**src/pkg/urm_pkg.sv**
```systemverilog
// urm_pkg: offsets, field positions, codes and reset state of the uart register map block
package urm_pkg;

	// register offsets on the three-bit host address
	localparam logic [2:0] OFF_DATA = 3'h0;
	localparam logic [2:0] OFF_IER = 3'h1;
	localparam logic [2:0] OFF_FCR = 3'h2;
	localparam logic [2:0] OFF_LCR = 3'h3;
	localparam logic [2:0] OFF_MCR = 3'h4;
	localparam logic [2:0] OFF_LSR = 3'h5;
	localparam logic [2:0] OFF_MSR = 3'h6;
	localparam logic [2:0] OFF_SCR = 3'h7;

	// fifo_control bit positions, and the line_control divisor bank bit
	localparam int FCR_EN_BIT = 0;
	localparam int FCR_RX_FLUSH_BIT = 1;
	localparam int FCR_TX_FLUSH_BIT = 2;
	localparam int FCR_DMA_BIT = 3;
	localparam int FCR_TRIG_LSB = 6;
	localparam int LCR_DIVISOR_ACCESS_SELECT_BIT = 7;

	// interrupt_enable bit positions
	localparam int IER_RDA_BIT = 0;
	localparam int IER_THRE_BIT = 1;
	localparam int IER_LS_BIT = 2;
	localparam int IER_MS_BIT = 3;

	// modem_control bits 7:6 read as zero
	localparam logic [7:0] MCR_MASK = 8'h3f;

	// fifo geometry and receive trigger thresholds
	localparam int FIFO_AW = 4;
	localparam int RX_W = 11;
	localparam logic [4:0] FIFO_DEPTH = 5'h10;
	localparam logic [4:0] HOLD_DEPTH = 5'h01;
	localparam logic [4:0] TRIG_01 = 5'h01;
	localparam logic [4:0] TRIG_04 = 5'h04;
	localparam logic [4:0] TRIG_08 = 5'h08;
	localparam logic [4:0] TRIG_14 = 5'h0e;

	// interrupt_identify low nibble codes
	localparam logic [3:0] IIR_NONE = 4'h1;
	localparam logic [3:0] IIR_LS = 4'h6;
	localparam logic [3:0] IIR_RDA = 4'h4;
	localparam logic [3:0] IIR_TMO = 4'hc;
	localparam logic [3:0] IIR_THRE = 4'h2;
	localparam logic [3:0] IIR_MS = 4'h0;

	typedef struct packed {
		logic [3:0] interrupt_enable;
		logic [7:0] line_control;
		logic [7:0] modem_control;
		logic [7:0] scratch_pad;
		logic [7:0] dll;
		logic [7:0] divisor_high;
		logic fifo_en;
		logic dma_mode;
		logic [1:0] trig;
		logic [3:0] rx_wr;
		logic [3:0] rx_rd;
		logic [4:0] rx_cnt;
		logic [4:0] rx_err_cnt;
		logic [3:0] tx_wr;
		logic [3:0] tx_rd;
		logic [4:0] tx_cnt;
		logic oe;
		logic thre_int;
		logic tx_empty_d;
		logic [3:0] msr_delta;
		logic [3:0] modem_prev;
		logic primed;
		logic rx_dma;
		logic tx_dma;
		logic irq;
		logic [7:0] rdata;
		logic [7:0] buf0;
		logic [7:0] buf1;
		logic [1:0] buf_cnt;
		logic buf_valid;
	} urm_state_t;

	// everything cleared except the transmit-empty history
	localparam urm_state_t STATE_RESET = '{tx_empty_d: 1'b1, default: '0};

endpackage

```
**src/verilog/urm_uart_regs.sv**
```systemverilog
// urm_uart_regs: register map, fifo control and fifos of one asynchronous serial channel
//
// Contract
// - fifo_control write-only, shares offset with identification
// - bit 0 enables both fifos, else holding
// - other bits ignored unless bit 0 set
// - fifo enable change empties both fifos
// - bit 1 flushes receive fifo, self-clearing
// - bit 2 flushes transmit fifo, self-clearing
// - bit 3 selects dma signalling mode 1
// - bits 4 and 5 reserved, no effect
// - bits 7:6 pick trigger 1/4/8/14
// - data bit 0 is lsb, first serial
// - non-fifo: ident 3,6,7 and fifo-error zero
// - line_control bit 7 banks divisor at 0/1
// - receive interrupt follows occupancy against threshold in fifo mode, any byte otherwise
// - fifo mode: time-out reported as 1100
`timescale 1ns/1ps
`default_nettype none
module urm_uart_regs (
	input wire logic clk,
	input wire logic srst,
	input wire logic host_cs,
	input wire logic host_rd,
	input wire logic host_wr,
	input wire logic [2:0] host_addr,
	input wire logic [7:0] host_wdata,
	output logic [7:0] host_rdata,
	input wire logic rx_char_valid,
	input wire logic [7:0] rx_char,
	input wire logic [2:0] rx_char_err,
	input wire logic rx_timeout,
	output logic tx_char_valid,
	output logic [7:0] tx_char,
	input wire logic tx_char_ready,
	input wire logic tx_shift_idle,
	input wire logic [3:0] modem_in,
	output logic irq,
	output logic receive_dma_request,
	output logic transmit_dma_request,
	output logic [7:0] line_control_out,
	output logic [7:0] modem_control_out,
	output logic [15:0] divisor_out
);
	import urm_pkg::*;

	urm_state_t r, n;
	logic [RX_W-1:0] rx_q;
	logic [7:0] tx_q;
	logic acc_rd, acc_wr, divisor_access_select;
	logic rx_flush, tx_flush, rx_push, rx_pop, tx_push, tx_pop, buf_deq;
	logic lsr_rd, msr_rd, iir_rd, ovf, thre_set, thre_clr;
	logic [3:0] rx_base_wr, rx_base_rd, tx_base_wr, tx_base_rd;
	logic [4:0] rx_base_cnt, rx_base_err, tx_base_cnt, trig_n, trig_r;
	logic [2:0] head_err;
	logic ls_pend, rda_pend, to_pend, thre_pend, ms_pend;
	logic [3:0] iir_code;
	logic [7:0] rd_val;
	logic [1:0] buf_after;

	////////////////////////////////////////////////////////////////
	// helpers

	// storage limit: sixteen words, or a single holding byte in compatibility mode
	function automatic logic [4:0] fifo_cap(input logic en);
		return en ? FIFO_DEPTH : HOLD_DEPTH;
	endfunction

	// receive threshold from the two trigger select bits
	function automatic logic [4:0] trig_level(input logic [1:0] sel);
		case (sel)
			2'b00: return TRIG_01;
			2'b01: return TRIG_04;
			2'b10: return TRIG_08;
			default: return TRIG_14;
		endcase
	endfunction

	////////////////////////////////////////////////////////////////
	// fifo storage: receive words carry the error bits beside the character
	urm_fifo_mem #(.W(RX_W), .AW(FIFO_AW)) u_rx_mem (
		.clk(clk),
		.we(rx_push),
		.waddr(rx_base_wr),
		.wdata({rx_char_err, rx_char}),
		.raddr(n.rx_rd),
		.rdata(rx_q)
	);

	urm_fifo_mem #(.W(8), .AW(FIFO_AW)) u_tx_mem (
		.clk(clk),
		.we(tx_push),
		.waddr(tx_base_wr),
		.wdata(host_wdata),
		.raddr(n.tx_rd),
		.rdata(tx_q)
	);

	////////////////////////////////////////////////////////////////
	// interrupt sources and identification, from registered state and the rx_timeout input
	always_comb begin
		head_err = (r.rx_cnt != 5'h00) ? rx_q[10:8] : 3'b000;
		trig_r = trig_level(r.trig);
		ls_pend = r.interrupt_enable[IER_LS_BIT] & (r.oe | (|head_err));
		// fifo mode compares occupancy against threshold; level drops below it
		rda_pend = r.interrupt_enable[IER_RDA_BIT] & (r.fifo_en ? (r.rx_cnt >= trig_r) : (r.rx_cnt != 5'h00));
		to_pend = r.interrupt_enable[IER_RDA_BIT] & r.fifo_en & rx_timeout & (r.rx_cnt != 5'h00);
		thre_pend = r.interrupt_enable[IER_THRE_BIT] & r.thre_int;
		ms_pend = r.interrupt_enable[IER_MS_BIT] & (|r.msr_delta);
		if (ls_pend) begin
			iir_code = IIR_LS;
		end else if (to_pend) begin
			iir_code = IIR_TMO; // bit 3 with bit 2, only reachable in fifo mode
		end else if (rda_pend) begin
			iir_code = IIR_RDA;
		end else if (thre_pend) begin
			iir_code = IIR_THRE;
		end else if (ms_pend) begin
			iir_code = IIR_MS;
		end else begin
			iir_code = IIR_NONE;
		end
	end

	////////////////////////////////////////////////////////////////
	// next-state logic: host decode, fifo pointers, status and outputs
	always_comb begin
		n = r;
		acc_rd = host_cs & host_rd;
		acc_wr = host_cs & host_wr;
		divisor_access_select = r.line_control[LCR_DIVISOR_ACCESS_SELECT_BIT];
		rx_flush = 1'b0;
		tx_flush = 1'b0;
		tx_push = 1'b0;
		rx_pop = 1'b0;
		lsr_rd = 1'b0;
		msr_rd = 1'b0;
		iir_rd = 1'b0;
		rd_val = 8'h00;

		// host writes; divisor latches banked over offsets 0 and 1
		if (acc_wr) begin
			if (host_addr == OFF_DATA && !divisor_access_select) begin
				tx_push = 1'b1;
			end else if (host_addr == OFF_DATA) begin
				n.dll = host_wdata;
			end else if (host_addr == OFF_IER && !divisor_access_select) begin
				n.interrupt_enable = host_wdata[3:0];
			end else if (host_addr == OFF_IER) begin
				n.divisor_high = host_wdata;
			end else if (host_addr == OFF_FCR) begin
				// a write here lands in fifo_control, never in identification
				n.fifo_en = host_wdata[FCR_EN_BIT];
				if (host_wdata[FCR_EN_BIT]) begin
					// other fields only programmed alongside the enable
					rx_flush = host_wdata[FCR_RX_FLUSH_BIT];
					tx_flush = host_wdata[FCR_TX_FLUSH_BIT];
					n.dma_mode = host_wdata[FCR_DMA_BIT];
					n.trig = host_wdata[FCR_TRIG_LSB +: 2];
					// bits 5:4 are not looked at
				end
				if (host_wdata[FCR_EN_BIT] != r.fifo_en) begin
					// mode change: drop both queues so capacities stay consistent
					rx_flush = 1'b1;
					tx_flush = 1'b1;
				end
			end else if (host_addr == OFF_LCR) begin
				n.line_control = host_wdata;
			end else if (host_addr == OFF_MCR) begin
				n.modem_control = host_wdata & MCR_MASK;
			end else if (host_addr == OFF_SCR) begin
				n.scratch_pad = host_wdata;
			end
		end

		// host reads with their side effects
		if (acc_rd) begin
			if (host_addr == OFF_DATA && !divisor_access_select) begin
				rd_val = rx_q[7:0]; // bit 0 is the first bit received
				rx_pop = (r.rx_cnt != 5'h00);
			end else if (host_addr == OFF_DATA) begin
				rd_val = r.dll;
			end else if (host_addr == OFF_IER && !divisor_access_select) begin
				rd_val = {4'h0, r.interrupt_enable};
			end else if (host_addr == OFF_IER) begin
				rd_val = r.divisor_high;
			end else if (host_addr == OFF_FCR) begin
				// identification; fifo-enabled bits zero in compatibility mode
				rd_val = {r.fifo_en, r.fifo_en, 2'b00, iir_code};
				iir_rd = 1'b1;
			end else if (host_addr == OFF_LCR) begin
				rd_val = r.line_control;
			end else if (host_addr == OFF_MCR) begin
				rd_val = r.modem_control;
			end else if (host_addr == OFF_LSR) begin
				// fifo-error bit forced low outside fifo mode
				rd_val = {r.fifo_en & (r.rx_err_cnt != 5'h00),
					(r.tx_cnt == 5'h00) & (r.buf_cnt == 2'b00) & tx_shift_idle,
					r.tx_cnt == 5'h00, head_err, r.oe, r.rx_cnt != 5'h00};
				lsr_rd = 1'b1;
			end else if (host_addr == OFF_MSR) begin
				rd_val = {modem_in, r.msr_delta};
				msr_rd = 1'b1;
			end else begin
				rd_val = r.scratch_pad;
			end
			n.rdata = rd_val;
		end

		// receive fifo: flush resets pointers and counters only, the shifter is outside
		rx_base_wr = rx_flush ? 4'h0 : r.rx_wr;
		rx_base_rd = rx_flush ? 4'h0 : r.rx_rd;
		rx_base_cnt = rx_flush ? 5'h00 : r.rx_cnt;
		rx_base_err = rx_flush ? 5'h00 : r.rx_err_cnt;
		rx_pop = rx_pop & ~rx_flush;
		// no credit for a same-cycle pop: an arriving byte never passes the limit
		rx_push = rx_char_valid & (rx_base_cnt < fifo_cap(n.fifo_en));
		ovf = rx_char_valid & ~rx_push;
		n.rx_wr = rx_base_wr + {3'b000, rx_push};
		n.rx_rd = rx_base_rd + {3'b000, rx_pop};
		n.rx_cnt = rx_base_cnt + {4'h0, rx_push} - {4'h0, rx_pop};
		n.rx_err_cnt = rx_base_err + {4'h0, rx_push & (|rx_char_err)}
			- {4'h0, rx_pop & (|rx_q[10:8])};

		// transmit fifo: flush leaves the two words already handed to the shifter
		tx_base_wr = tx_flush ? 4'h0 : r.tx_wr;
		tx_base_rd = tx_flush ? 4'h0 : r.tx_rd;
		tx_base_cnt = tx_flush ? 5'h00 : r.tx_cnt;
		tx_push = tx_push & (tx_base_cnt < fifo_cap(n.fifo_en));
		tx_pop = ~tx_flush & (r.tx_cnt != 5'h00) & (r.buf_cnt != 2'b10);
		n.tx_wr = tx_base_wr + {3'b000, tx_push};
		n.tx_rd = tx_base_rd + {3'b000, tx_pop};
		n.tx_cnt = tx_base_cnt + {4'h0, tx_push} - {4'h0, tx_pop};

		// two-entry buffer toward the shifter; a stalled shifter backs up the fifo
		buf_deq = r.buf_valid & tx_char_ready;
		buf_after = r.buf_cnt - {1'b0, buf_deq};
		if (buf_deq) begin
			n.buf0 = r.buf1;
		end
		if (tx_pop && buf_after == 2'b00) begin
			n.buf0 = tx_q; // lsb leaves first on the line
		end else if (tx_pop) begin
			n.buf1 = tx_q;
		end
		n.buf_cnt = buf_after + {1'b0, tx_pop};
		n.buf_valid = (n.buf_cnt != 2'b00);

		// overrun: a new overrun in the clearing read still wins
		n.oe = (r.oe & ~lsr_rd) | ovf;

		// transmit-empty interrupt: raised on emptying, on enabling, on fifo mode change
		thre_set = (n.tx_cnt == 5'h00) & (~r.tx_empty_d
			| (n.interrupt_enable[IER_THRE_BIT] & ~r.interrupt_enable[IER_THRE_BIT]) | (n.fifo_en != r.fifo_en));
		thre_clr = tx_push | (iir_rd & (iir_code == IIR_THRE));
		n.thre_int = (r.thre_int & ~thre_clr) | thre_set;
		n.tx_empty_d = (n.tx_cnt == 5'h00);

		// modem deltas: sticky, a change during the clearing read is kept
		n.primed = 1'b1;
		n.modem_prev = modem_in;
		if (r.primed) begin
			n.msr_delta = (r.msr_delta & {4{~msr_rd}})
				| {modem_in[3] ^ r.modem_prev[3], ~modem_in[2] & r.modem_prev[2],
				modem_in[1] ^ r.modem_prev[1], modem_in[0] ^ r.modem_prev[0]};
		end else if (msr_rd) begin
			n.msr_delta = 4'h0;
		end

		// dma request pins: mode 1 only while the fifos are on
		trig_n = trig_level(n.trig);
		if (n.fifo_en && n.dma_mode) begin
			n.rx_dma = r.rx_dma ? (n.rx_cnt != 5'h00)
				: ((n.rx_cnt >= trig_n) | (rx_timeout & (n.rx_cnt != 5'h00)));
			n.tx_dma = (n.tx_cnt != FIFO_DEPTH);
		end else begin
			n.rx_dma = (n.rx_cnt != 5'h00);
			n.tx_dma = (n.tx_cnt == 5'h00);
		end

		// interrupt pin mirrors a pending identification, one cycle late
		n.irq = (iir_code != IIR_NONE);
	end

	////////////////////////////////////////////////////////////////
	// the single state register
	always_ff @(posedge clk) begin
		if (srst) begin
			r <= STATE_RESET;
		end else begin
			r <= n;
		end
	end

	////////////////////////////////////////////////////////////////
	// outputs, all taken from state flip-flops
	assign host_rdata = r.rdata;
	assign tx_char_valid = r.buf_valid;
	assign tx_char = r.buf0;
	assign irq = r.irq;
	assign receive_dma_request = r.rx_dma;
	assign transmit_dma_request = r.tx_dma;
	assign line_control_out = r.line_control;
	assign modem_control_out = r.modem_control;
	assign divisor_out = {r.divisor_high, r.dll};

endmodule
`default_nettype wire

```
**src/verilog/urm_fifo_mem.sv**
```systemverilog
// urm_fifo_mem: small fifo storage array with registered read data and write bypass
`timescale 1ns/1ps
`default_nettype none
module urm_fifo_mem #(
	parameter int W = 8,
	parameter int AW = 4
) (
	input wire logic clk,
	input wire logic we,
	input wire logic [AW-1:0] waddr,
	input wire logic [W-1:0] wdata,
	input wire logic [AW-1:0] raddr,
	output logic [W-1:0] rdata
);

	logic [W-1:0] mem [0:(1<<AW)-1];

	////////////////////////////////////////////////////////////////
	// write port, and read of the next head; the bypass keeps a word
	// written into the head slot visible without a cycle of stale data
	always_ff @(posedge clk) begin
		if (we) begin
			mem[waddr] <= wdata;
		end
		if (we && waddr == raddr) begin
			rdata <= wdata;
		end else begin
			rdata <= mem[raddr];
		end
	end

endmodule
`default_nettype wire

```
**config.mk**
```make
export PLATFORM = sky130hd
export DESIGN_NAME = urm_uart_regs
export DESIGN_NICKNAME = d
export VERILOG_FILES = /design/src/pkg/urm_pkg.sv /design/src/verilog/urm_uart_regs.sv /design/src/verilog/urm_fifo_mem.sv
export SDC_FILE = /design/constraint.sdc
export NUM_CORES = 1
export LEC_CHECK = 0
export BUFFER_PORTS_ARGS = -buffer_cell sky130_fd_sc_hd__buf_2
export CAP_MARGIN = 10
export CORE_ASPECT_RATIO = 0.8
export CORE_MARGIN = 1
export CORE_UTILIZATION = 60
export DETAILED_ROUTE_END_ITERATION = 16
export GPL_ROUTABILITY_DRIVEN = 1
export GPL_TIMING_DRIVEN = 0
export PLACE_DENSITY = 0.78
export SLEW_MARGIN = 10
export SYNTH_ARGS = -nofsm -noshare
export SYNTH_HDL_FRONTEND = slang
export SYNTH_SLANG_ARGS = --single-unit
```
**constraint.sdc**
```tcl
create_clock -name clk -period 6.1 [get_ports clk]
set_clock_uncertainty 0.05 [all_clocks]
set_input_delay 0.61 -clock clk [delete_from_list [all_inputs] [get_ports clk]]
set_output_delay 0.61 -clock clk [all_outputs]
set_load 0.01 [all_outputs]
```
-- After elaboration in Yosys (flattened, before gate mapping)
Memories as Yosys holds them, arrays and structs flattened. A register that Yosys moved wholly into a read port is not among the register bits.
Index checks and enable logic that the tools add are counted.
- memories kept: 2
- memory bits (writable): 304
- memory bits (read-only): 0
- output and inout port bits: 52
- logic and storage cells: 257
- bits in latches: 0
- bits in registers: 119
- input port bits: 35
- memory list (name ; depth ; bits a word ; read ports ; clocked after memory_dff ; write ports ; line ; source):
    u_rx_mem.mem ; 16 ; 11 ; 1 ; 1 ; 1 ; urm_fifo_mem.sv:16 ; logic [W-1:0] mem [0:(1<<AW)-1];
    u_tx_mem.mem ; 16 ; 8 ; 1 ; 1 ; 1 ; urm_fifo_mem.sv:16 ;
- mux-type cells: 104
- add/subtract/negate cells: 12
- magnitude comparators: 4
- multipliers: 0
- equal/unequal tests: 17
- divide/modulo/power cells: 0
- reduce and logical (&&, ||, !) cells: 30
- bitwise logic cells: 57
- shifts and indexed selects: 0
- operators with widths (operator ; number):
    $mux W8 ; 19
    $mux W46 ; 2
    $mux W24 ; 3
    $mux W1 ; 52
    $mux W4 ; 10
    $mux W31 ; 1
    $and A1 B1 Y1 ; 28
    $mux W26 ; 1
    $mux W12 ; 2
    $pmux W4 S3 ; 2
    $mux W5 ; 4
    $reduce_bool A5 Y1 ; 4
    $not A1 Y1 ; 17
    $add A4 B1 Y4 ; 4
    $add A5 B1 Y5 ; 3
    $sub A5 B1 Y5 ; 3
    $mux W14 ; 1
    $eq A3 B3 Y1 const B ; 4
    $logic_not A5 Y1 ; 2
    $lt A5 B5 Y1 ; 2
    $mux W3 ; 3
    $reduce_and A9 Y1 ; 1
    $reduce_or A3 Y1 ; 3
    $logic_not A2 Y1 ; 4
    30 further kinds ; 49

-- Depth between registers and ports, before layout
- depth in word-level cells: 21
- depth in mapped cells: 23
- depth with buffers taken out: 20

-- Cells and area by module
A second synthesis with hierarchy kept.
- cells, all modules: 1277
- area total of the unflattened synthesis: 18649.1 um2
- modules (own cells, without submodules) (module ; area an instance (um2) ; times used ; cells each ; sequential area each (um2)):
    urm_fifo_mem (u_rx_mem) ; 6857.8 ; 1 ; 298 ; 5365.1
    urm_uart_regs ; 6723.9 ; 1 ; 754 ; 2382.3
    urm_fifo_mem (u_tx_mem) ; 5067.4 ; 1 ; 225 ; 3923.8

-- Least setup slack after synthesis
No wires, ideal clock.
- path kind: input -> register
- from: in host_addr[2]
- to: reg r, in the netlist receive_dma_request
- setup time: 74 ps
- path buffers: 4
- data required time: 5976 ps
- arrival time: 4976 ps
- path slack: 999 ps
- cell stages on the path: 22
- path through: buf_6 or3b_1 buf_2 or4_1 buf_2 clkbuf_1 nand2_1 ha_1 inv_1 o31a_1 or3b_4 inv_1 ha_1 inv_1 fa_1 xnor2_1 inv_1 ha_1 a21o_1 a21oi_1 or4_1 a31oi_1
- RTL lines (what ; line ; source):
    start: declaration ; urm_uart_regs.sv:26 ; input wire logic [2:0] host_addr,
    end signal: assignment ; urm_uart_regs.sv:291 ; r <= n;
    end: declaration ; urm_uart_regs.sv:47 ; urm_state_t r, n;

==> impl_metrics.env <==
export IMPL_antenna_cells=0
export IMPL_vias_per_cell=6.314
export IMPL_die_x_um=198.7
export IMPL_cts_buffers=41
export IMPL_holdWs_ns=0.2608
export IMPL_synth_edf_count=304
export IMPL_tritoncts="built"
export IMPL_startpoint_type="primary input"
export IMPL_antenna_found_initial=1
export IMPL_ys_flop_type="edfxtp_1"
export IMPL_synthToLayoutAreaGrowth_pct=13.70
export IMPL_finalSetupViolations=0
export IMPL_drc=0
export IMPL_min_period_ns=5.775
export IMPL_cts_sinks=431
export IMPL_critPathArrivalTime_ns=6.19
export IMPL_grt_first_pass_wirelength_um=70350
export IMPL_drt_wl_total_um=47580
export IMPL_cap_violations=0
export IMPL_initial_core_util_pct=61.10
export IMPL_clock_latency_ns=0.55
export IMPL_power_w=0.007887
export IMPL_io_buffers=82
export IMPL_ant_nets=0
export IMPL_fin_nets=1518
export IMPL_clkTransAtPathRegs_ns=0.06
export IMPL_final_common_cell="edfxtp_1"
export IMPL_dp_hpwl_um=33010
export IMPL_post_cts_buffers=0
export IMPL_avgRoutedWirePerCell_um=25.21
export IMPL_ys_types=69
export IMPL_hp_class="primary input to flop"
export IMPL_hold_viol=0
export IMPL_grt_pass1_vias=11520
export IMPL_synth_area_um2=18560
export IMPL_die_y_um=159.3
export IMPL_crit_fanout=18
export IMPL_htreeDepth=2
export IMPL_status="completed"
export IMPL_synthCells=1298
export IMPL_rsz0062_at_grt="false"
export IMPL_coreArea_um2=30380
export IMPL_nFillCells=1996
export IMPL_drv_slew=0
export IMPL_grt_overflow=0
export IMPL_synth_area_per_cell_um2=14.30
export IMPL_cts_root_buffer="clkbuf_16"
export IMPL_seq_area_frac_synth_pct=62.87
export IMPL_synthTopCellsByArea="edfxtp_1 49%, dfxtp_1 14%, mux4_2 11%"
export IMPL_powerDensity_nw_per_um2=373.7
export IMPL_grt_max_degree=25
export IMPL_firstDrtPassIters=5
export IMPL_grt_usage_pct=30.54
export IMPL_ctsLongestPathBuffers=3
export IMPL_path_class="primary input to flop"
export IMPL_slew_limit_headroom_pct=14.07
export IMPL_worst_pin_slew_ns=1.279
export IMPL_yosys_register_bits=431
export IMPL_netlist_area_leader_share_pct=49.18
export IMPL_final_cell_mix="304 x edfxtp_1, 127 x dfxtp_1, 113 x nor2_1, 90 x buf_2, 88 x mux4_2"
export IMPL_leakagePower_nw=7.595
export IMPL_drt_initial_drc_count=1421
export IMPL_peakVddDrop_v=0.0002934
export IMPL_vias=11910
export IMPL_synth_top_area_cell="edfxtp_1"
export IMPL_num_io_pins=87
export IMPL_synthArstFlopShare_pct=0
export IMPL_crit_required_ns=6.51
export IMPL_rows=57
export IMPL_fmax_mhz=173.2
export IMPL_drive_gt1_share_pct=23.00
export IMPL_ys_warn_count=0
export IMPL_cts_hold_buf=0
export IMPL_place_gp_congestion=0.9429
export IMPL_fin_crit_sh_pct=94.67
export IMPL_end_kind="flop"
export IMPL_cts_resized_gates=0
export IMPL_die_area_um2=31650
[cell type report]
cell class / instances / area [µm²] / share of cell area (%)
Multi-Input combinational cell: 718 / 6261 / 29.66
Clock inverter: 10 / 98.84 / 0.4683
Timing Repair Buffer: 99 / 571.8 / 2.709
Buffer: 112 / 621.8 / 2.946
Inverter: 38 / 142.6 / 0.6758
Clock buffer: 66 / 1222 / 5.792
Tap cell: 413 / 516.7 / 2.448
Sequential cell: 431 / 11670 / 55.30
[logic make-up (layout without fill, tap and decap cells)]
| kind of cell | count (synthesis) | after routing | synth area share [%] |
|---|---|---|---|
| DFF | 431 | 431 | 62.87 |
| adders and majority gates | 42 | 42 | 2.952 |
| AOI/OAI and AO/OA | 151 | 151 | 5.494 |
| xor gates and xnor gates | 26 | 26 | 1.227 |
| buffers and inverters | 150 | 325 | 4.118 |
| other | 1 | 2 | 0.02020 |
| and+or+nand+nor | 342 | 342 | 8.998 |
| muxes | 155 | 155 | 14.32 |
[report_power, final]
group          switching, W  internal [W]  total, W
clock network       0.00106       0.00146   0.00252
registers          0.000110       0.00331   0.00342
logic               0.00111      0.000835   0.00194
[path summary, 6_finish.rpt]
| kind | startpoint | to | slack [ns] | depth (start not counted) |
|---|---|---|---|---|
| max reg2reg | r[76] | receive_dma_request | 0.64 | 22 |
| max | host_wdata[0] | receive_dma_request | 0.33 | 22 |
| min | srst | r[1] | 0.26 | 2 |
| min reg2reg | r[10] | tx_char[7] | 0.43 | 2 |
[state kept, by name, indices dropped and copies added (netlist names), named ones only]
signal,cells
u_rx_mem.mem,176
r,69
u_tx_mem.mem,128
divisor_out,16
tx_char,8
modem_control_out,6
receive_dma_request,1
irq,1
line_control_out,8
tx_char_valid,1
host_rdata,8
transmit_dma_request,1
[stage by stage]
stage	setup TNS (ns)	cells	area [µm²]	util [%]	setup slack [ns]
after floorplan	0	1299	18570	-	0.9994
after global placement	-8.385	1794	19490	64.16	-0.2013
after detailed placement	-0.06251	1811	19780	65.09	-0.06251
after CTS	0	1887	21100	69.44	0.4555
after global routing	0	1887	21110	69.47	0.06947
final	0	1887	21110	69.47	0.3252
[worst max-delay path, stage by stage]
cell and delay, ns:
buf_2 0.38, clkbuf_1 0.61, nor2_1 0.25, or4_1 0.54, buf_2 0.20, clkbuf_1 0.25
nand2_1 0.23, ha_1 0.18, inv_1 0.06, o31a_1 0.31, or3b_4 0.42, inv_1 0.10
ha_1 0.18, inv_1 0.07, fa_1 0.46, xnor2_1 0.21, inv_1 0.10, ha_1 0.29
a21o_1 0.12, a21oi_1 0.07, or4_1 0.39, a31oi_1 0.16
[layer usage]
metal / global-route usage [%] / wire length (µm) / up-vias
li1: - / - / 5162
met1: 47.33 / 20210 / 5979
met3: 7.562 / 5685 / 73
met4: 7.937 / 851 / 2
met2: 43.40 / 20820 / 698
met5: 0 / 13 / -
[Yosys cell counts (4+ instances only)]
cell type	instances
mux4_2	88
a311oi_1	9
o21ai_0	22
dfxtp_1	127
xor2_1	14
o31ai_1	6
buf_2	8
a32oi_1	4
and3_1	4
o21bai_1	5
nor2_1	113
a21o_1	10
nor3b_1	5
or4_1	6
and2_1	19
nor3_1	37
buf_1	12
mux2i_1	63
nand2b_1	10
nand3_1	19
nor2b_1	26
nand4_1	4
nor4_1	5
or2_2	7
nand2_1	68
a22oi_1	5
o21a_1	4
a21oi_1	40
buf_4	49
ha_1	39
a211oi_1	8
a31oi_1	6
o211ai_1	4
edfxtp_1	304
clkbuf_1	42
mux2_2	4
inv_1	36
xnor2_1	12
Note: power is estimated with default switching activity, not from simulation.
